`src/core/pattern_test_pkg.sv`:
```
// shared constants and types of the pattern test unit
// assumes a 128-bit pattern fifo counted in 16-byte words
package pattern_test_pkg;
	localparam int WORD_W = 128;
	localparam int ADDR_W = 48;
	localparam int LEN_W = 32;
	localparam int FILL_W = 16;
	localparam int CNT_W = 9;
	localparam int SEL_W = 3;
	localparam int AXI_ADDR_W = 8;
	localparam int IRQ_W = 2;

	// one 8-Kbyte burst is 512 words, or 16 units of 512 bytes
	localparam int BURST_SHIFT = 4;
	localparam logic [ADDR_W-1:0] ADDR_STEP = 48'h10;
	localparam logic [LEN_W-1:0] UNIT_ONE = 32'h1;
	localparam logic [LEN_W-1:0] UNIT_NONE = 32'h0;
	localparam logic [FILL_W-1:0] FILL_BURST_MIN = 16'h0200;
	localparam logic [FILL_W-1:0] FILL_CONTINUE_MIN = 16'h0220;
	localparam logic [CNT_W-1:0] WORD_IDX_511TH = 9'h1fe;
	localparam logic [CNT_W-1:0] WORD_CNT_ONE = 9'h001;

	// register byte offsets
	localparam logic [AXI_ADDR_W-1:0] REG_CTRL = 8'h00;
	localparam logic [AXI_ADDR_W-1:0] REG_LEN = 8'h04;
	localparam logic [AXI_ADDR_W-1:0] REG_ADDR_LO = 8'h08;
	localparam logic [AXI_ADDR_W-1:0] REG_ADDR_HI = 8'h0c;
	localparam logic [AXI_ADDR_W-1:0] REG_STATUS = 8'h10;
	localparam logic [AXI_ADDR_W-1:0] REG_IRQ_STATUS = 8'h14;
	localparam logic [AXI_ADDR_W-1:0] REG_IRQ_MASK = 8'h18;

	// field positions
	localparam int CTRL_WRITE_BIT = 0;
	localparam int CTRL_READ_BIT = 1;
	localparam int CTRL_SEL_LSB = 8;
	localparam int IRQ_DONE_BIT = 0;
	localparam int IRQ_FAIL_BIT = 1;

	localparam logic [1:0] RESP_OKAY = 2'h0;
	localparam logic [1:0] RESP_SLVERR = 2'h2;

	typedef enum logic [2:0] {
		st_wait_start,
		st_read_issue,
		st_write_wait_fill,
		st_write_burst,
		st_write_check_fill,
		st_wait_done
	} cmd_state_t;
endpackage

```
`src/core/verify_if.sv`:
```
// signals between the command sequencer and the read-data checker
// assumes both ends run on the same core clock
`timescale 1ns/1ps
`default_nettype none
interface verify_if;
	logic read_active;
	logic test_start;
	logic read_word_valid;
	logic [127:0] read_word;
	logic [127:0] head_word;
	logic pop;
	logic fail;
	modport sequencer (output read_active, test_start, read_word_valid,
		read_word, head_word, input pop, fail);
	modport verifier (input read_active, test_start, read_word_valid,
		read_word, head_word, output pop, fail);
endinterface
`default_nettype wire

```
`src/core/read_verifier.sv`:
```
// read-data checker: pops expected words and flags any mismatch
// assumes the core returns read words in command order, no gaps
`timescale 1ns/1ps
`default_nettype none
module read_verifier
	import pattern_test_pkg::*;
(
	// clock and reset
	input wire logic i_core_clk,
	input wire logic i_rst_n,
	// link to the sequencer
	verify_if.verifier vif
);
	logic fail_q;
	logic mismatch;

	// read-valid is the pop itself; expected word is the fifo head
	assign vif.pop = vif.read_active & vif.read_word_valid;
	assign mismatch = vif.pop && (vif.read_word != vif.head_word);
	assign vif.fail = fail_q;

	// a mismatch in the start cycle still counts
	always_ff @(posedge i_core_clk or negedge i_rst_n)
	begin
		if (!i_rst_n)
			fail_q <= 1'b0;
		else if (mismatch)
			fail_q <= 1'b1;
		else if (vif.test_start)
			fail_q <= 1'b0;
	end
endmodule
`default_nettype wire

```
`src/core/pattern_test_unit.sv`:
```
// command sequencer of the storage pattern test, with axi4-lite registers
// assumes the core's command port and the fwft fifo share i_core_clk
//
// Function
// - idle request loads length, address, pattern and raises running flag
// - read request goes to read issue, write request to fill wait
// - one read command per 8-Kbyte unit, then wait for done
// - write waits until the fifo holds at least one burst
// - fifo head drives write data; pop on write command without stall, or on read valid in read tests
// - first burst cycle shows first word, address and write command
// - after 511th accepted word go to check, sending the last word
// - after last word: finish, wait for fill, or continue burst
// - continue only when fill count exceeds 544 words
// - stall during write holds the current write word
// - read command taken when stall low; address held meanwhile
// - read command stays high until the final one is taken
// - when registered core busy is low, clear running and go idle
// - checking only in read tests; read valid pops expected data
// - each read word compared; mismatch raises the fail flag
// - pattern fifo is first-word-fall-through
`timescale 1ns/1ps
`default_nettype none
module pattern_test_unit
	import pattern_test_pkg::*;
(
	// clock and reset
	input wire logic i_core_clk,
	input wire logic i_rst_n,
	// axi4-lite slave
	input wire logic [AXI_ADDR_W-1:0] i_awaddr,
	input wire logic i_awvalid,
	output logic o_awready,
	input wire logic [31:0] i_wdata,
	input wire logic [3:0] i_wstrb,
	input wire logic i_wvalid,
	output logic o_wready,
	output logic [1:0] o_bresp,
	output logic o_bvalid,
	input wire logic i_bready,
	input wire logic [AXI_ADDR_W-1:0] i_araddr,
	input wire logic i_arvalid,
	output logic o_arready,
	output logic [31:0] o_rdata,
	output logic [1:0] o_rresp,
	output logic o_rvalid,
	input wire logic i_rready,
	// storage core command port
	output logic o_mm_write_cmd,
	output logic o_mm_read_cmd,
	output logic [ADDR_W-1:0] o_mm_cmd_addr,
	output logic [WORD_W-1:0] o_mm_write_word,
	input wire logic i_mm_stall,
	input wire logic [WORD_W-1:0] i_mm_read_word,
	input wire logic i_mm_read_word_valid,
	input wire logic i_core_busy_flag,
	// pattern fifo, fwft
	input wire logic [WORD_W-1:0] i_fifo_head_word,
	input wire logic [FILL_W-1:0] i_fifo_fill_count,
	output logic o_fifo_pop,
	// pattern generator and user status
	output logic o_test_start,
	output logic [SEL_W-1:0] o_pattern_select,
	output logic o_test_running_flag,
	output logic o_verify_fail_flag,
	output logic o_irq
);
	cmd_state_t cmd_state;
	logic [LEN_W-1:0] remaining_burst_count;
	logic [CNT_W-1:0] word_cnt;
	logic read_test;
	logic busy_q;
	logic wr_accept;
	logic rd_accept;
	logic write_req;
	logic read_req;
	logic [LEN_W-1:0] len_cfg;
	logic [ADDR_W-1:0] addr_cfg;
	logic [SEL_W-1:0] sel_cfg;
	logic [IRQ_W-1:0] irq_status;
	logic [IRQ_W-1:0] irq_mask;
	logic [IRQ_W-1:0] irq_events;
	logic fail_prev;
	logic aw_full;
	logic w_full;
	logic [AXI_ADDR_W-1:0] aw_addr;
	logic [31:0] w_data;
	logic [3:0] w_strb;
	logic do_write;
	logic wr_mapped;
	logic ar_take;
	logic [31:0] next_rdata;
	logic [1:0] next_rresp;
	logic [LEN_W-1:0] burst_units;
	logic [31:0] addr_hi_merged;

	verify_if vif();

	read_verifier u_read_verifier (
		.i_core_clk(i_core_clk),
		.i_rst_n(i_rst_n),
		.vif(vif.verifier)
	);

	assign vif.read_active = read_test && o_test_running_flag;
	assign vif.test_start = o_test_start;
	assign vif.read_word_valid = i_mm_read_word_valid;
	assign vif.read_word = i_mm_read_word;
	assign vif.head_word = i_fifo_head_word;
	assign o_verify_fail_flag = vif.fail;

	// fwft head goes straight out; pop must be same-cycle, so not a flop
	assign o_mm_write_word = i_fifo_head_word;
	assign wr_accept = o_mm_write_cmd && !i_mm_stall;
	assign rd_accept = o_mm_read_cmd && !i_mm_stall;
	assign o_fifo_pop = wr_accept || vif.pop;
	assign burst_units = len_cfg >> BURST_SHIFT;

	always_ff @(posedge i_core_clk or negedge i_rst_n)
	begin
		if (!i_rst_n)
			busy_q <= 1'b0;
		else
			busy_q <= i_core_busy_flag;
	end

	always_ff @(posedge i_core_clk or negedge i_rst_n)
	begin
		if (!i_rst_n)
		begin
			cmd_state <= st_wait_start;
			o_mm_write_cmd <= 1'b0;
			o_mm_read_cmd <= 1'b0;
			o_mm_cmd_addr <= '0;
			remaining_burst_count <= '0;
			word_cnt <= '0;
			read_test <= 1'b0;
			o_test_running_flag <= 1'b0;
			o_test_start <= 1'b0;
			o_pattern_select <= '0;
		end
		else
		begin
			o_test_start <= 1'b0;
			case (cmd_state)
				st_wait_start:
					if (read_req || write_req)
					begin
						remaining_burst_count <= burst_units;
						o_mm_cmd_addr <= addr_cfg;
						o_pattern_select <= sel_cfg;
						o_test_running_flag <= 1'b1;
						o_test_start <= 1'b1;
						read_test <= read_req;
						word_cnt <= '0;
						// nothing to move: skip straight to done
						if (burst_units == UNIT_NONE)
							cmd_state <= st_wait_done;
						else if (read_req)
						begin
							o_mm_read_cmd <= 1'b1;
							cmd_state <= st_read_issue;
						end
						else
							cmd_state <= st_write_wait_fill;
					end
				st_read_issue:
					if (rd_accept)
					begin
						if (remaining_burst_count == UNIT_ONE)
						begin
							o_mm_read_cmd <= 1'b0;
							cmd_state <= st_wait_done;
						end
						else
						begin
							// no wait for returned data
							o_mm_cmd_addr <= o_mm_cmd_addr + ADDR_STEP;
							remaining_burst_count <=
								remaining_burst_count - UNIT_ONE;
						end
					end
				st_write_wait_fill:
					if (i_fifo_fill_count >= FILL_BURST_MIN)
					begin
						o_mm_write_cmd <= 1'b1;
						word_cnt <= '0;
						cmd_state <= st_write_burst;
					end
				st_write_burst:
					if (wr_accept)
					begin
						word_cnt <= word_cnt + WORD_CNT_ONE;
						if (word_cnt == WORD_IDX_511TH)
							cmd_state <= st_write_check_fill;
					end
				st_write_check_fill:
					if (wr_accept)
					begin
						word_cnt <= '0;
						o_mm_cmd_addr <= o_mm_cmd_addr + ADDR_STEP;
						remaining_burst_count <=
							remaining_burst_count - UNIT_ONE;
						if (remaining_burst_count == UNIT_ONE)
						begin
							o_mm_write_cmd <= 1'b0;
							cmd_state <= st_wait_done;
						end
						// count lags pops, so demand more than one burst
						else if (i_fifo_fill_count > FILL_CONTINUE_MIN)
							cmd_state <= st_write_burst;
						else
						begin
							o_mm_write_cmd <= 1'b0;
							cmd_state <= st_write_wait_fill;
						end
					end
				st_wait_done:
					if (!busy_q)
					begin
						o_test_running_flag <= 1'b0;
						read_test <= 1'b0;
						cmd_state <= st_wait_start;
					end
				default:
					cmd_state <= st_wait_start;
			endcase
		end
	end

	// axi write: address and data taken in either order
	assign do_write = aw_full && w_full && !o_bvalid;
	assign wr_mapped = (aw_addr == REG_CTRL) || (aw_addr == REG_LEN) ||
		(aw_addr == REG_ADDR_LO) || (aw_addr == REG_ADDR_HI) ||
		(aw_addr == REG_IRQ_MASK);

	always_ff @(posedge i_core_clk or negedge i_rst_n)
	begin
		if (!i_rst_n)
		begin
			o_awready <= 1'b1;
			o_wready <= 1'b1;
			aw_full <= 1'b0;
			w_full <= 1'b0;
			aw_addr <= '0;
			w_data <= '0;
			w_strb <= '0;
			o_bvalid <= 1'b0;
			o_bresp <= RESP_OKAY;
		end
		else
		begin
			if (i_awvalid && o_awready)
			begin
				aw_addr <= i_awaddr;
				aw_full <= 1'b1;
				o_awready <= 1'b0;
			end
			if (i_wvalid && o_wready)
			begin
				w_data <= i_wdata;
				w_strb <= i_wstrb;
				w_full <= 1'b1;
				o_wready <= 1'b0;
			end
			if (do_write)
			begin
				aw_full <= 1'b0;
				w_full <= 1'b0;
				o_bvalid <= 1'b1;
				o_bresp <= wr_mapped ? RESP_OKAY : RESP_SLVERR;
			end
			else if (o_bvalid && i_bready)
			begin
				o_bvalid <= 1'b0;
				o_awready <= 1'b1;
				o_wready <= 1'b1;
			end
		end
	end

	function automatic logic [31:0] merge_bytes(input logic [31:0] old,
		input logic [31:0] val, input logic [3:0] strb);
		logic [31:0] res;
		res = old;
		for (int b = 0; b < 4; b++)
			if (strb[b])
				res[b*8 +: 8] = val[b*8 +: 8];
		return res;
	endfunction

	// high word merged in full, then cut to the 16 address bits
	assign addr_hi_merged = merge_bytes({16'h0000, addr_cfg[ADDR_W-1:32]},
		w_data, w_strb);

	always_ff @(posedge i_core_clk or negedge i_rst_n)
	begin
		if (!i_rst_n)
		begin
			len_cfg <= '0;
			addr_cfg <= '0;
			sel_cfg <= '0;
			irq_mask <= '0;
			write_req <= 1'b0;
			read_req <= 1'b0;
		end
		else
		begin
			write_req <= 1'b0;
			read_req <= 1'b0;
			if (do_write)
				case (aw_addr)
					REG_CTRL:
					begin
						// requests outside idle are dropped by the sequencer
						write_req <= w_strb[0] && w_data[CTRL_WRITE_BIT];
						read_req <= w_strb[0] && w_data[CTRL_READ_BIT];
						if (w_strb[1])
							sel_cfg <= w_data[CTRL_SEL_LSB +: SEL_W];
					end
					REG_LEN:
						len_cfg <= merge_bytes(len_cfg, w_data, w_strb);
					REG_ADDR_LO:
						addr_cfg[31:0] <= merge_bytes(addr_cfg[31:0],
							w_data, w_strb);
					REG_ADDR_HI:
						addr_cfg[ADDR_W-1:32] <=
							addr_hi_merged[ADDR_W-33:0];
					REG_IRQ_MASK:
						irq_mask <= w_data[IRQ_W-1:0];
					default:
						irq_mask <= irq_mask;
				endcase
		end
	end

	// axi read: one outstanding, answer one cycle after address
	assign ar_take = i_arvalid && o_arready;

	always_comb
	begin
		next_rdata = 32'h0000_0000;
		next_rresp = RESP_OKAY;
		case (i_araddr)
			REG_CTRL:
				next_rdata[CTRL_SEL_LSB +: SEL_W] = sel_cfg;
			REG_LEN:
				next_rdata = len_cfg;
			REG_ADDR_LO:
				next_rdata = addr_cfg[31:0];
			REG_ADDR_HI:
				next_rdata[ADDR_W-33:0] = addr_cfg[ADDR_W-1:32];
			REG_STATUS:
				next_rdata[3:0] = {o_mm_read_cmd, o_mm_write_cmd,
					o_verify_fail_flag, o_test_running_flag};
			REG_IRQ_STATUS:
				next_rdata[IRQ_W-1:0] = irq_status;
			REG_IRQ_MASK:
				next_rdata[IRQ_W-1:0] = irq_mask;
			default:
				next_rresp = RESP_SLVERR;
		endcase
	end

	always_ff @(posedge i_core_clk or negedge i_rst_n)
	begin
		if (!i_rst_n)
		begin
			o_arready <= 1'b1;
			o_rvalid <= 1'b0;
			o_rdata <= '0;
			o_rresp <= RESP_OKAY;
		end
		else if (ar_take)
		begin
			o_arready <= 1'b0;
			o_rvalid <= 1'b1;
			o_rdata <= next_rdata;
			o_rresp <= next_rresp;
		end
		else if (o_rvalid && i_rready)
		begin
			o_rvalid <= 1'b0;
			o_arready <= 1'b1;
		end
	end

	// sticky events; a read clears, but a same-cycle event survives
	assign irq_events[IRQ_DONE_BIT] = (cmd_state == st_wait_done) && !busy_q;
	assign irq_events[IRQ_FAIL_BIT] = o_verify_fail_flag && !fail_prev;

	always_ff @(posedge i_core_clk or negedge i_rst_n)
	begin
		if (!i_rst_n)
		begin
			irq_status <= '0;
			fail_prev <= 1'b0;
			o_irq <= 1'b0;
		end
		else
		begin
			fail_prev <= o_verify_fail_flag;
			if (ar_take && (i_araddr == REG_IRQ_STATUS))
				irq_status <= irq_events;
			else
				irq_status <= irq_status | irq_events;
			o_irq <= |(irq_status & irq_mask);
		end
	end
endmodule
`default_nettype wire

```
`config.mk`:
```
export PLATFORM = sky130hd
export DESIGN_NAME = pattern_test_unit
export DESIGN_NICKNAME = d
export VERILOG_FILES = /design/src/core/pattern_test_pkg.sv /design/src/core/verify_if.sv /design/src/core/read_verifier.sv /design/src/core/pattern_test_unit.sv
export SDC_FILE = /design/constraint.sdc
export NUM_CORES = 1
export LEC_CHECK = 0
export BUFFER_PORTS_ARGS = -buffer_cell sky130_fd_sc_hd__buf_2
export CORE_AREA = 2 2 221 223
export DETAILED_ROUTE_END_ITERATION = 8
export DIE_AREA = 0 0 223 225
export PLACE_DENSITY = 0.53
export SLEW_MARGIN = 5
export SYNTH_ARGS = -nofsm -noshare
export SYNTH_HDL_FRONTEND = slang
export SYNTH_SLANG_ARGS = --single-unit
```
`constraint.sdc`:
```
create_clock -name i_core_clk -period 3.58 [get_ports i_core_clk]
set_clock_uncertainty 0.05 [all_clocks]
set_input_delay 0.895 -clock i_core_clk [delete_from_list [all_inputs] [get_ports i_core_clk]]
set_output_delay 0.895 -clock i_core_clk [all_outputs]
set_load 0.02 [all_outputs]
```
==> results of run 1 <==
-- final timing paths --
path / from / slack, ns / endpoint / depth (start not counted)
hold reg to reg: fail_prev / 0.37 / irq_status[1] / 1
setup reg to reg: remaining_burst_count[14] / 0.65 / remaining_burst_count[28] / 7
min in group i_core_clk: fail_prev / 0.37 / irq_status[1] / 1
hold / removal: i_rst_n / 0.27 / remaining_burst_count[24] / 1
setup / recovery: remaining_burst_count[14] / 0.65 / remaining_burst_count[28] / 7
max in group asynchronous: i_rst_n / 2.30 / o_mm_cmd_addr[15] / 2
-- stage by stage --
| stage | setup slack (ns) | hold WS, ns |
|---|---|---|
| final | 0.653 | 0.273 |
| after global routing | 0.500 | 0.313 |
| after CTS | 0.665 | 0.287 |
| after detailed placement | 0.385 | 0.360 |
| after global placement | 0.427 | 0.361 |
| after floorplan | 0.787 | 0.350 |
-- sequential cells by signal, summed over array words and instances (netlist names), 4 cells and up --
register / flops
addr_cfg: 48
aw_addr: 8
len_cfg: 32
o_mm_cmd_addr: 48
o_rdata: 32
remaining_burst_count: 32
w_data: 32
w_strb: 4
word_cnt: 9
-- metal layers --
layer  share of wire [%]  wire (µm)  global-route usage [%]  vias to the layer above
li1                    -          -                       -                     6587
met1                  40      30200                    36.6                     7267
met2                  46      35300                    48.3                      652
met3                 7.7       5870                    7.59                      129
met4                 6.2       4710                    17.2                        6
met5               0.054         41                       0                        -
-- report_power, final --
| group | switching [W] | total (W) | internal (W) | leakage, nW |
|---|---|---|---|---|
| clock | 0.00142 | 0.00369 | 0.00227 | 0.590 |
| sequential | 0.000475 | 0.00402 | 0.00355 | 3.69 |
| combinational | 0.000909 | 0.00164 | 0.000733 | 4.85 |
-- logic make-up (layout without fill, tap and decap cells) --
kind of cell / Yosys count / count (layout) / synth area share [%]
flops: 278 / 278 / 44.0
simple gates: 436 / 436 / 14.1
other cells: 1 / 5 / 0.0237
compound gates: 381 / 381 / 14.7
mux: 160 / 160 / 11.5
buf+inv: 239 / 687 / 9.11
fa+ha+maj: 5 / 5 / 0.395
xor+xnor: 112 / 112 / 6.20
-- final cells by class --
| cell class | count | area (µm²) |
|---|---|---|
| repair buffers | 589 | 3140 |
| clock buffers | 52 | 1020 |
| clock inverters | 12 | 175 |
| inverters | 34 | 128 |
| multi-input cells | 1096 | 7440 |
| diodes | 3 | 7.51 |
| well taps | 615 | 769 |
| fillers | 4712 | 27900 |
| flip-flops and latches | 278 | 6960 |
-- cell usage after synthesis, types with 23 or more instances --
cell      number  area (µm²)
buf_4        131         983
nor3_1        26         130
or3_1         23         144
o21ai_0      115         576
mux2_2       149        1680
nand3_1       53         265
nor4_1        29         181
nand4_1       47         294
clkbuf_1      53         199
inv_1         34         128
xnor2_1      109         955
a21oi_1      106         531
o22ai_1       27         169
nand2_1      130         488
dfrtp_1      275        6880
nor2_1        68         255
a22oi_1       38         285
==> results list, run 1 <==
- Measured along the x axis, the die boundary spans between 200 and 250 µm.
- Global routing used roughly 30% of the available tracks.
- Critical path startpoint category: register
- Sequential-to-total area share from yosys stat: between 40% and 50%
- Final Setup Violations: 0
- The final max-slew violation count was 0.
* Final setup TNS: 0 ns
- Final Util: 41.3%
- Leakage power of the design: around 9 nW
* Number of DRC markers after the initial detailed-route iteration: between 1000 and 1500
* Layout Area Growth over Synthesis: 24.1%
- Total setup buffers inserted after CTS: 0
* I/O pin total: 561
- The worst hold path belongs to the class input port to asynchronous set/reset pin.
- Combined area of all synthesized cells: 15800 µm²
* Cts repair resizes: 0
- The floorplan step defined a die boundary enclosing about 50000 µm².
* Clock tree from TritonCTS: done
* Max frequency: ~340 MHz
* Overall die height: roughly 230 µm
* Drt wl/cell: around 28 µm
- The synthesized design contains between 200 and 300 register bits.
- Buffer cell driving the clock tree root: clkbuf_16
- The critical path goes through or3_1, or3_1, nor4_4, a21o_2, buf_12, nor4_1, mux2_2.
* Number of buffer and inverter stages on the critical path: 1
* Number of hold-repair buffers added at the cts stage: 0
- A synthesized cell averages about 9.8 µm².
- The first TritonRoute pass finished after 6 iterations.
- After detailed routing, the number of vias per cell comes to ~5.5.
* Instance area after placement: around 18000 µm²
* Synth warn: 0
- Post-layout net count: roughly 2400
- Global routing finished with a remaining overflow of 0.
- Unrepaired setup endpoints after global routing: false
- Num CTS Buffers: 35
- In the layout the commonest cells are buf_2 (557), dfrtp_1 (275), mux2_2 (149), nand2_1 (130), o21ai_0 (115).
* Design Area, Final: about 20000 µm²
- Broken down by cell family, the worst path's largest delay share belongs to simple AND/OR/NAND/NOR gates.
- In the synthesized netlist the dominant register cell turns out to be dfrtp_1.
- Floorplan core area: 47500 µm²
- Of the available clock period, the critical path in the final layout requires 81.7%.
* Peak per-stage delay on the critical path: approximately 0.60 ns
- Among the stages of the critical path, the cell type that occurs most often is or3_1.
- Max-cap violations in this run came to 0.
- Number of nets with antenna violations after detailed routing: 0
- Status: complete, no violations
* Via total after detailed routing: 14600
- VDD sags by at most about 0.28 mV.
- Row generation in the floorplan step produced 80 rows.
- In this run the worst path has a maximum fanout of between 40 and 50.
- Starting Density: 33.3%
- Final Hold Vio Count: 0
* Number of instances in the synthesized netlist: 1612
* Worst Path Required: between 3 and 4 ns
* Number of global-route vias before repair: 14200
* First-pass GRT wire length: 106000 µm
* Post-Place Cells: 2612
* Clock-pin slew reported for the worst setup and hold paths after clock tree synthesis: about 0.060 ns
- IO Port Bufs: roughly 560
- In this run the tightest slew margin relative to its limit is 48.6%.
- The number of antenna violations at the first check in global routing came to 17.
- Slew at the pin closest to its max-slew limit: 0.765 ns
* Number of design rule violations left after detail routing: 0
- Wires add up to between 70000 and 80000 µm.
- For the finished layout, the period the worst path requires is 2.93 ns.
- At the end of routability-driven placement, the weighted congestion stood at 1.04.
- Power spread over the standard cell area amounts to between 400 and 500 nW/µm².
- Type of the worst setup path: register to register
* Fraction of layout instances using a drive strength above 1: between 30% and 40%
- STA puts the critical path data arrival time at between 3 and 4 ns.
* Fraction of registers with async set/reset: 100%
- In this run the deepest clock path goes through 3 buffers.
* Overall power: approximately 0.0094 W
- Total clock sinks: around 280
* Maximum number of pins on one net before global-route repair: 76
- The H-tree was split into 2 levels.
- The synthesized netlist contains 67 unique library cells.
- Post-synth EDFFs: 0
* Most frequent standard cell in the layout excluding fill and tap cells: buf_2
- Slowest stage cell on the critical path: or3_1
* Detailed-placement wirelength estimate: 62600 µm
- Nature of the critical path endpoint: register
- Clk_lat worst skew: between 0.5 and 0.6 ns
- Number of non-filler instances in the completed layout: about 2700
Power figures use the tool's default switching activity.
==> run 2, diff against run 1 <==
- PLACE_DENSITY: 0.53 -> 0.55
- clock period: 3.58 -> 2.5 ns (I/O delays scaled with it)
==> run 2 against run 1 <==
  * The flow now finishes with violations (setup timing)
  * Global-route usage shrank 0.23 points
  * Clock power grew 49%
  * Die area is the same
  * Sequential share of layout area shrank 2.2 points
  * Cell count grew 4.1%
  * Via count grew 3.5%
  * Wire length grew 0.99%
  * Utilization grew 2.7 points
  * Sequential power grew 44%
  * Fmax grew 15%
  * Critical endpoint is now o_mm_cmd_addr[41]
  * Largest power group unchanged
==> results list, run 2 (synthesis results as in run 1) <==
- Hold Crit Class: input port to register
- Post-Place Setup Slack: -0.288 ns (-0.673 ns)
* Top fanout value on the critical path: 7 (-85%)
* Period utilization: 102% (+20 points)
* Post-layout net count: 2484 (+4.7%)
- The sequential cell area in the final layout is 6960 µm² (unchanged).
- The largest net degree at the start of global routing is 79 (+3.9%).
- The worst hold path terminates at busy_q.
* Nature of the critical path endpoint: register
- Reg-to-reg setup timing slack: -0.05 ns (-0.70 ns)
* Min-delay src: i_core_busy_flag
- H-tree depth: 2 (unchanged)
- Area of the die: 50200 µm² (unchanged)
* Slew at the pin closest to its max-slew limit: 0.550 ns (-0.215 ns)
- The detail-routed net length per standard cell came to 27.6 µm (-3.0%).
* Regs by FF count: addr_cfg: 48 flops, o_mm_cmd_addr: 48 flops
- The maximum root-to-sink buffer count was 3 (unchanged).
- Number of global-route vias before repair: 14400 (+0.98%)
- Status: finished with violations
- Overflow left after global routing: 0 (unchanged)
- Power per cell area: 657 nW/µm² (+38%)
- The number of antenna violations at the first check in global routing was 18 (+1).
* Layout Area Growth over Synthesis: 32.2%
- Number of max-cap violations: 0 (unchanged)
- R2r worst-path depth: 9 (+2)
* Via/cell ratio: 5.43 (-0.56%)
- Floorplan core area: 47500 µm² (unchanged)
- Final Setup Violations: 5 (+5)
- Unrepaired setup endpoints after global routing: true
* Max frequency: 392 MHz (+15%)
* Clock period minus final worst setup slack: 2.55 ns (-0.379 ns)
* Commonest cells after routing, fill and taps aside: buf_2 (557), dfrtp_1 (275), mux2_2 (149), nand2_1 (128), buf_4 (126)
* Number of design rule violations left after detail routing: 0 (unchanged)
- Multi-input logic area: 7720 µm² (+3.8%)
- Num CTS Buffers: 34 (-2.9%)
- Worst r2r dst: o_mm_cmd_addr[41]
- DIE WIDTH: 223 µm (unchanged)
- Rows: 80 (unchanged)
- Pre-Repair DR Iteration Count: 6 (unchanged)
- The starting density of the core came to 33.3% (unchanged).
- Layout filler cell count: 4644 (-1.4%)
- Clock tree from TritonCTS: done
- The worst setup slack after layout is -0.0480 ns (-0.701 ns).
* Most frequent standard cell in the layout excluding fill and tap cells: buf_2
- Via total after detailed routing: 15200 (+3.5%)
* Type of the worst setup path: register to register
* Overall power: 0.0137 W (+47%)
- First-pass GRT wire length: 105000 µm (-0.59%)
- Violated checks: setup timing
- Worst Path Required: 2.88 ns (-1.08 ns)
* Worst rel slew slack: 62.4% (+14 points)
- The arrival time reported for the critical path endpoint is 2.93 ns (-0.38 ns).
- Maximum VDD drop: 0.457 mV (+63%)
* Buffer cell driving the clock tree root: clkbuf_16
- I/O pin total: 561 (unchanged)
- Total Routed Length: 76900 µm (+0.99%)
- Worst Hold Path Cells: 1
- Final Hold Vio Count: 0 (unchanged)
- Final Slew Violations: 0 (unchanged)
- Number of DRC markers after the initial detailed-route iteration: 1245 (-3.3%)
- Start of the worst register-to-register path: remaining_burst_count[10]
- The leakage power total came to 9.81 nW (+7.4%).
- The height of the chip was 225 µm (unchanged).
* Final Util: 44.0% (+2.7 points)
* IO Port Bufs: 558 (unchanged)
- Overall fraction of global-route tracks in use: 29.7% (-0.23 points)
- Clk_lat worst skew: 0.55 ns (about the same)
- The placed wire-length estimate was 62700 µm (about the same).
- STA classifies the critical path startpoint as a register.
- The clock edge transition at the registers on the reported setup and hold paths is 0.06 ns (about the same).
- The remaining number of nets flagged by the antenna check after routing was 0 (unchanged).
- The final weighted congestion in routability-driven placement came to 1.04 (-0.40%).
- The count of clock tree sinks is 278 (unchanged).
- The fraction of final layout cells with drive strength greater than 1 was 45.0% (+5.6 points).
run 2: layout make-up:
cell class	count	share of cell area, %
multi-input combinational	1096	36.9
inverter	34	0.610
timing repair buffer	701	19.5
tap	615	3.68
antenna	5	0.0598
clock buffer	38	4.28
clock inverter	22	1.66
sequential	278	33.3
run 2: worst max path at each step:
stage / start / endpoint / slack (ns) / cells past startpoint
4_1_cts: remaining_burst_count[10] / o_mm_cmd_addr[13] / -0.02 / 8
6_report: remaining_burst_count[10] / o_mm_cmd_addr[41] / -0.05 / 9
3_3_place_gp: i_mm_read_word[37] / u_read_verifier.vif.fail / -0.24 / 8
5_1_grt: remaining_burst_count[22] / o_mm_cmd_addr[12] / -0.13 / 9
3_5_place_dp: i_mm_read_word[37] / u_read_verifier.vif.fail / -0.29 / 8
2_1_floorplan: i_araddr[1] / o_rdata[3] / -0.005 / 7
run 2: metal layers:
layer / GRT usage, % / vias up / routed length [µm]
met5: 0 / - / 47
met4: 18.5 / 8 / 5380
met3: 5.29 / 139 / 5410
met2: 48.5 / 672 / 35800
met1: 36.7 / 7534 / 30300
li1: - / 6804 / -
run 2: worst max-delay path, stage by stage, from the launching register on:
cell and delay [ns]:
dfrtp_1 0.38, or4_4 0.53, or3_4 0.38, nor4_4 0.28
buf_4 0.18, a21oi_4 0.11, buf_12 0.19, buf_16 0.14
a21oi_2 0.13, a21oi_1 0.06
run 2: metrics by stage:
stage	instances	setup TNS (ns)	area, µm²	hold slack (ns)
after global routing	2786	-3.56	20900	0.160
after CTS	2779	-0.138	20600	0.152
after global placement	2716	-1.19	19300	0.362
final	2789	-0.120	20900	0.171
after detailed placement	2716	-3.60	19300	0.378
after floorplan	1613	-0.00465	15800	0.279
run 2: repair_timing:
action / CTS / global route
setup endpoints to repair: 37 / 105
gates resized for setup: 5 / 63
gates cloned: 2 / 0
hold buffers: 1 / 0
pin swaps: 2 / 7
buffers inserted: 0 / 5
hold endpoints to repair: 22 / 0
run 2: power breakdown:
part | internal, W | switching [W] | total, W
sequential | 0.00508 | 0.000725 | 0.00580
clock | 0.00336 | 0.00212 | 0.00548
combinational | 0.00115 | 0.00132 | 0.00247
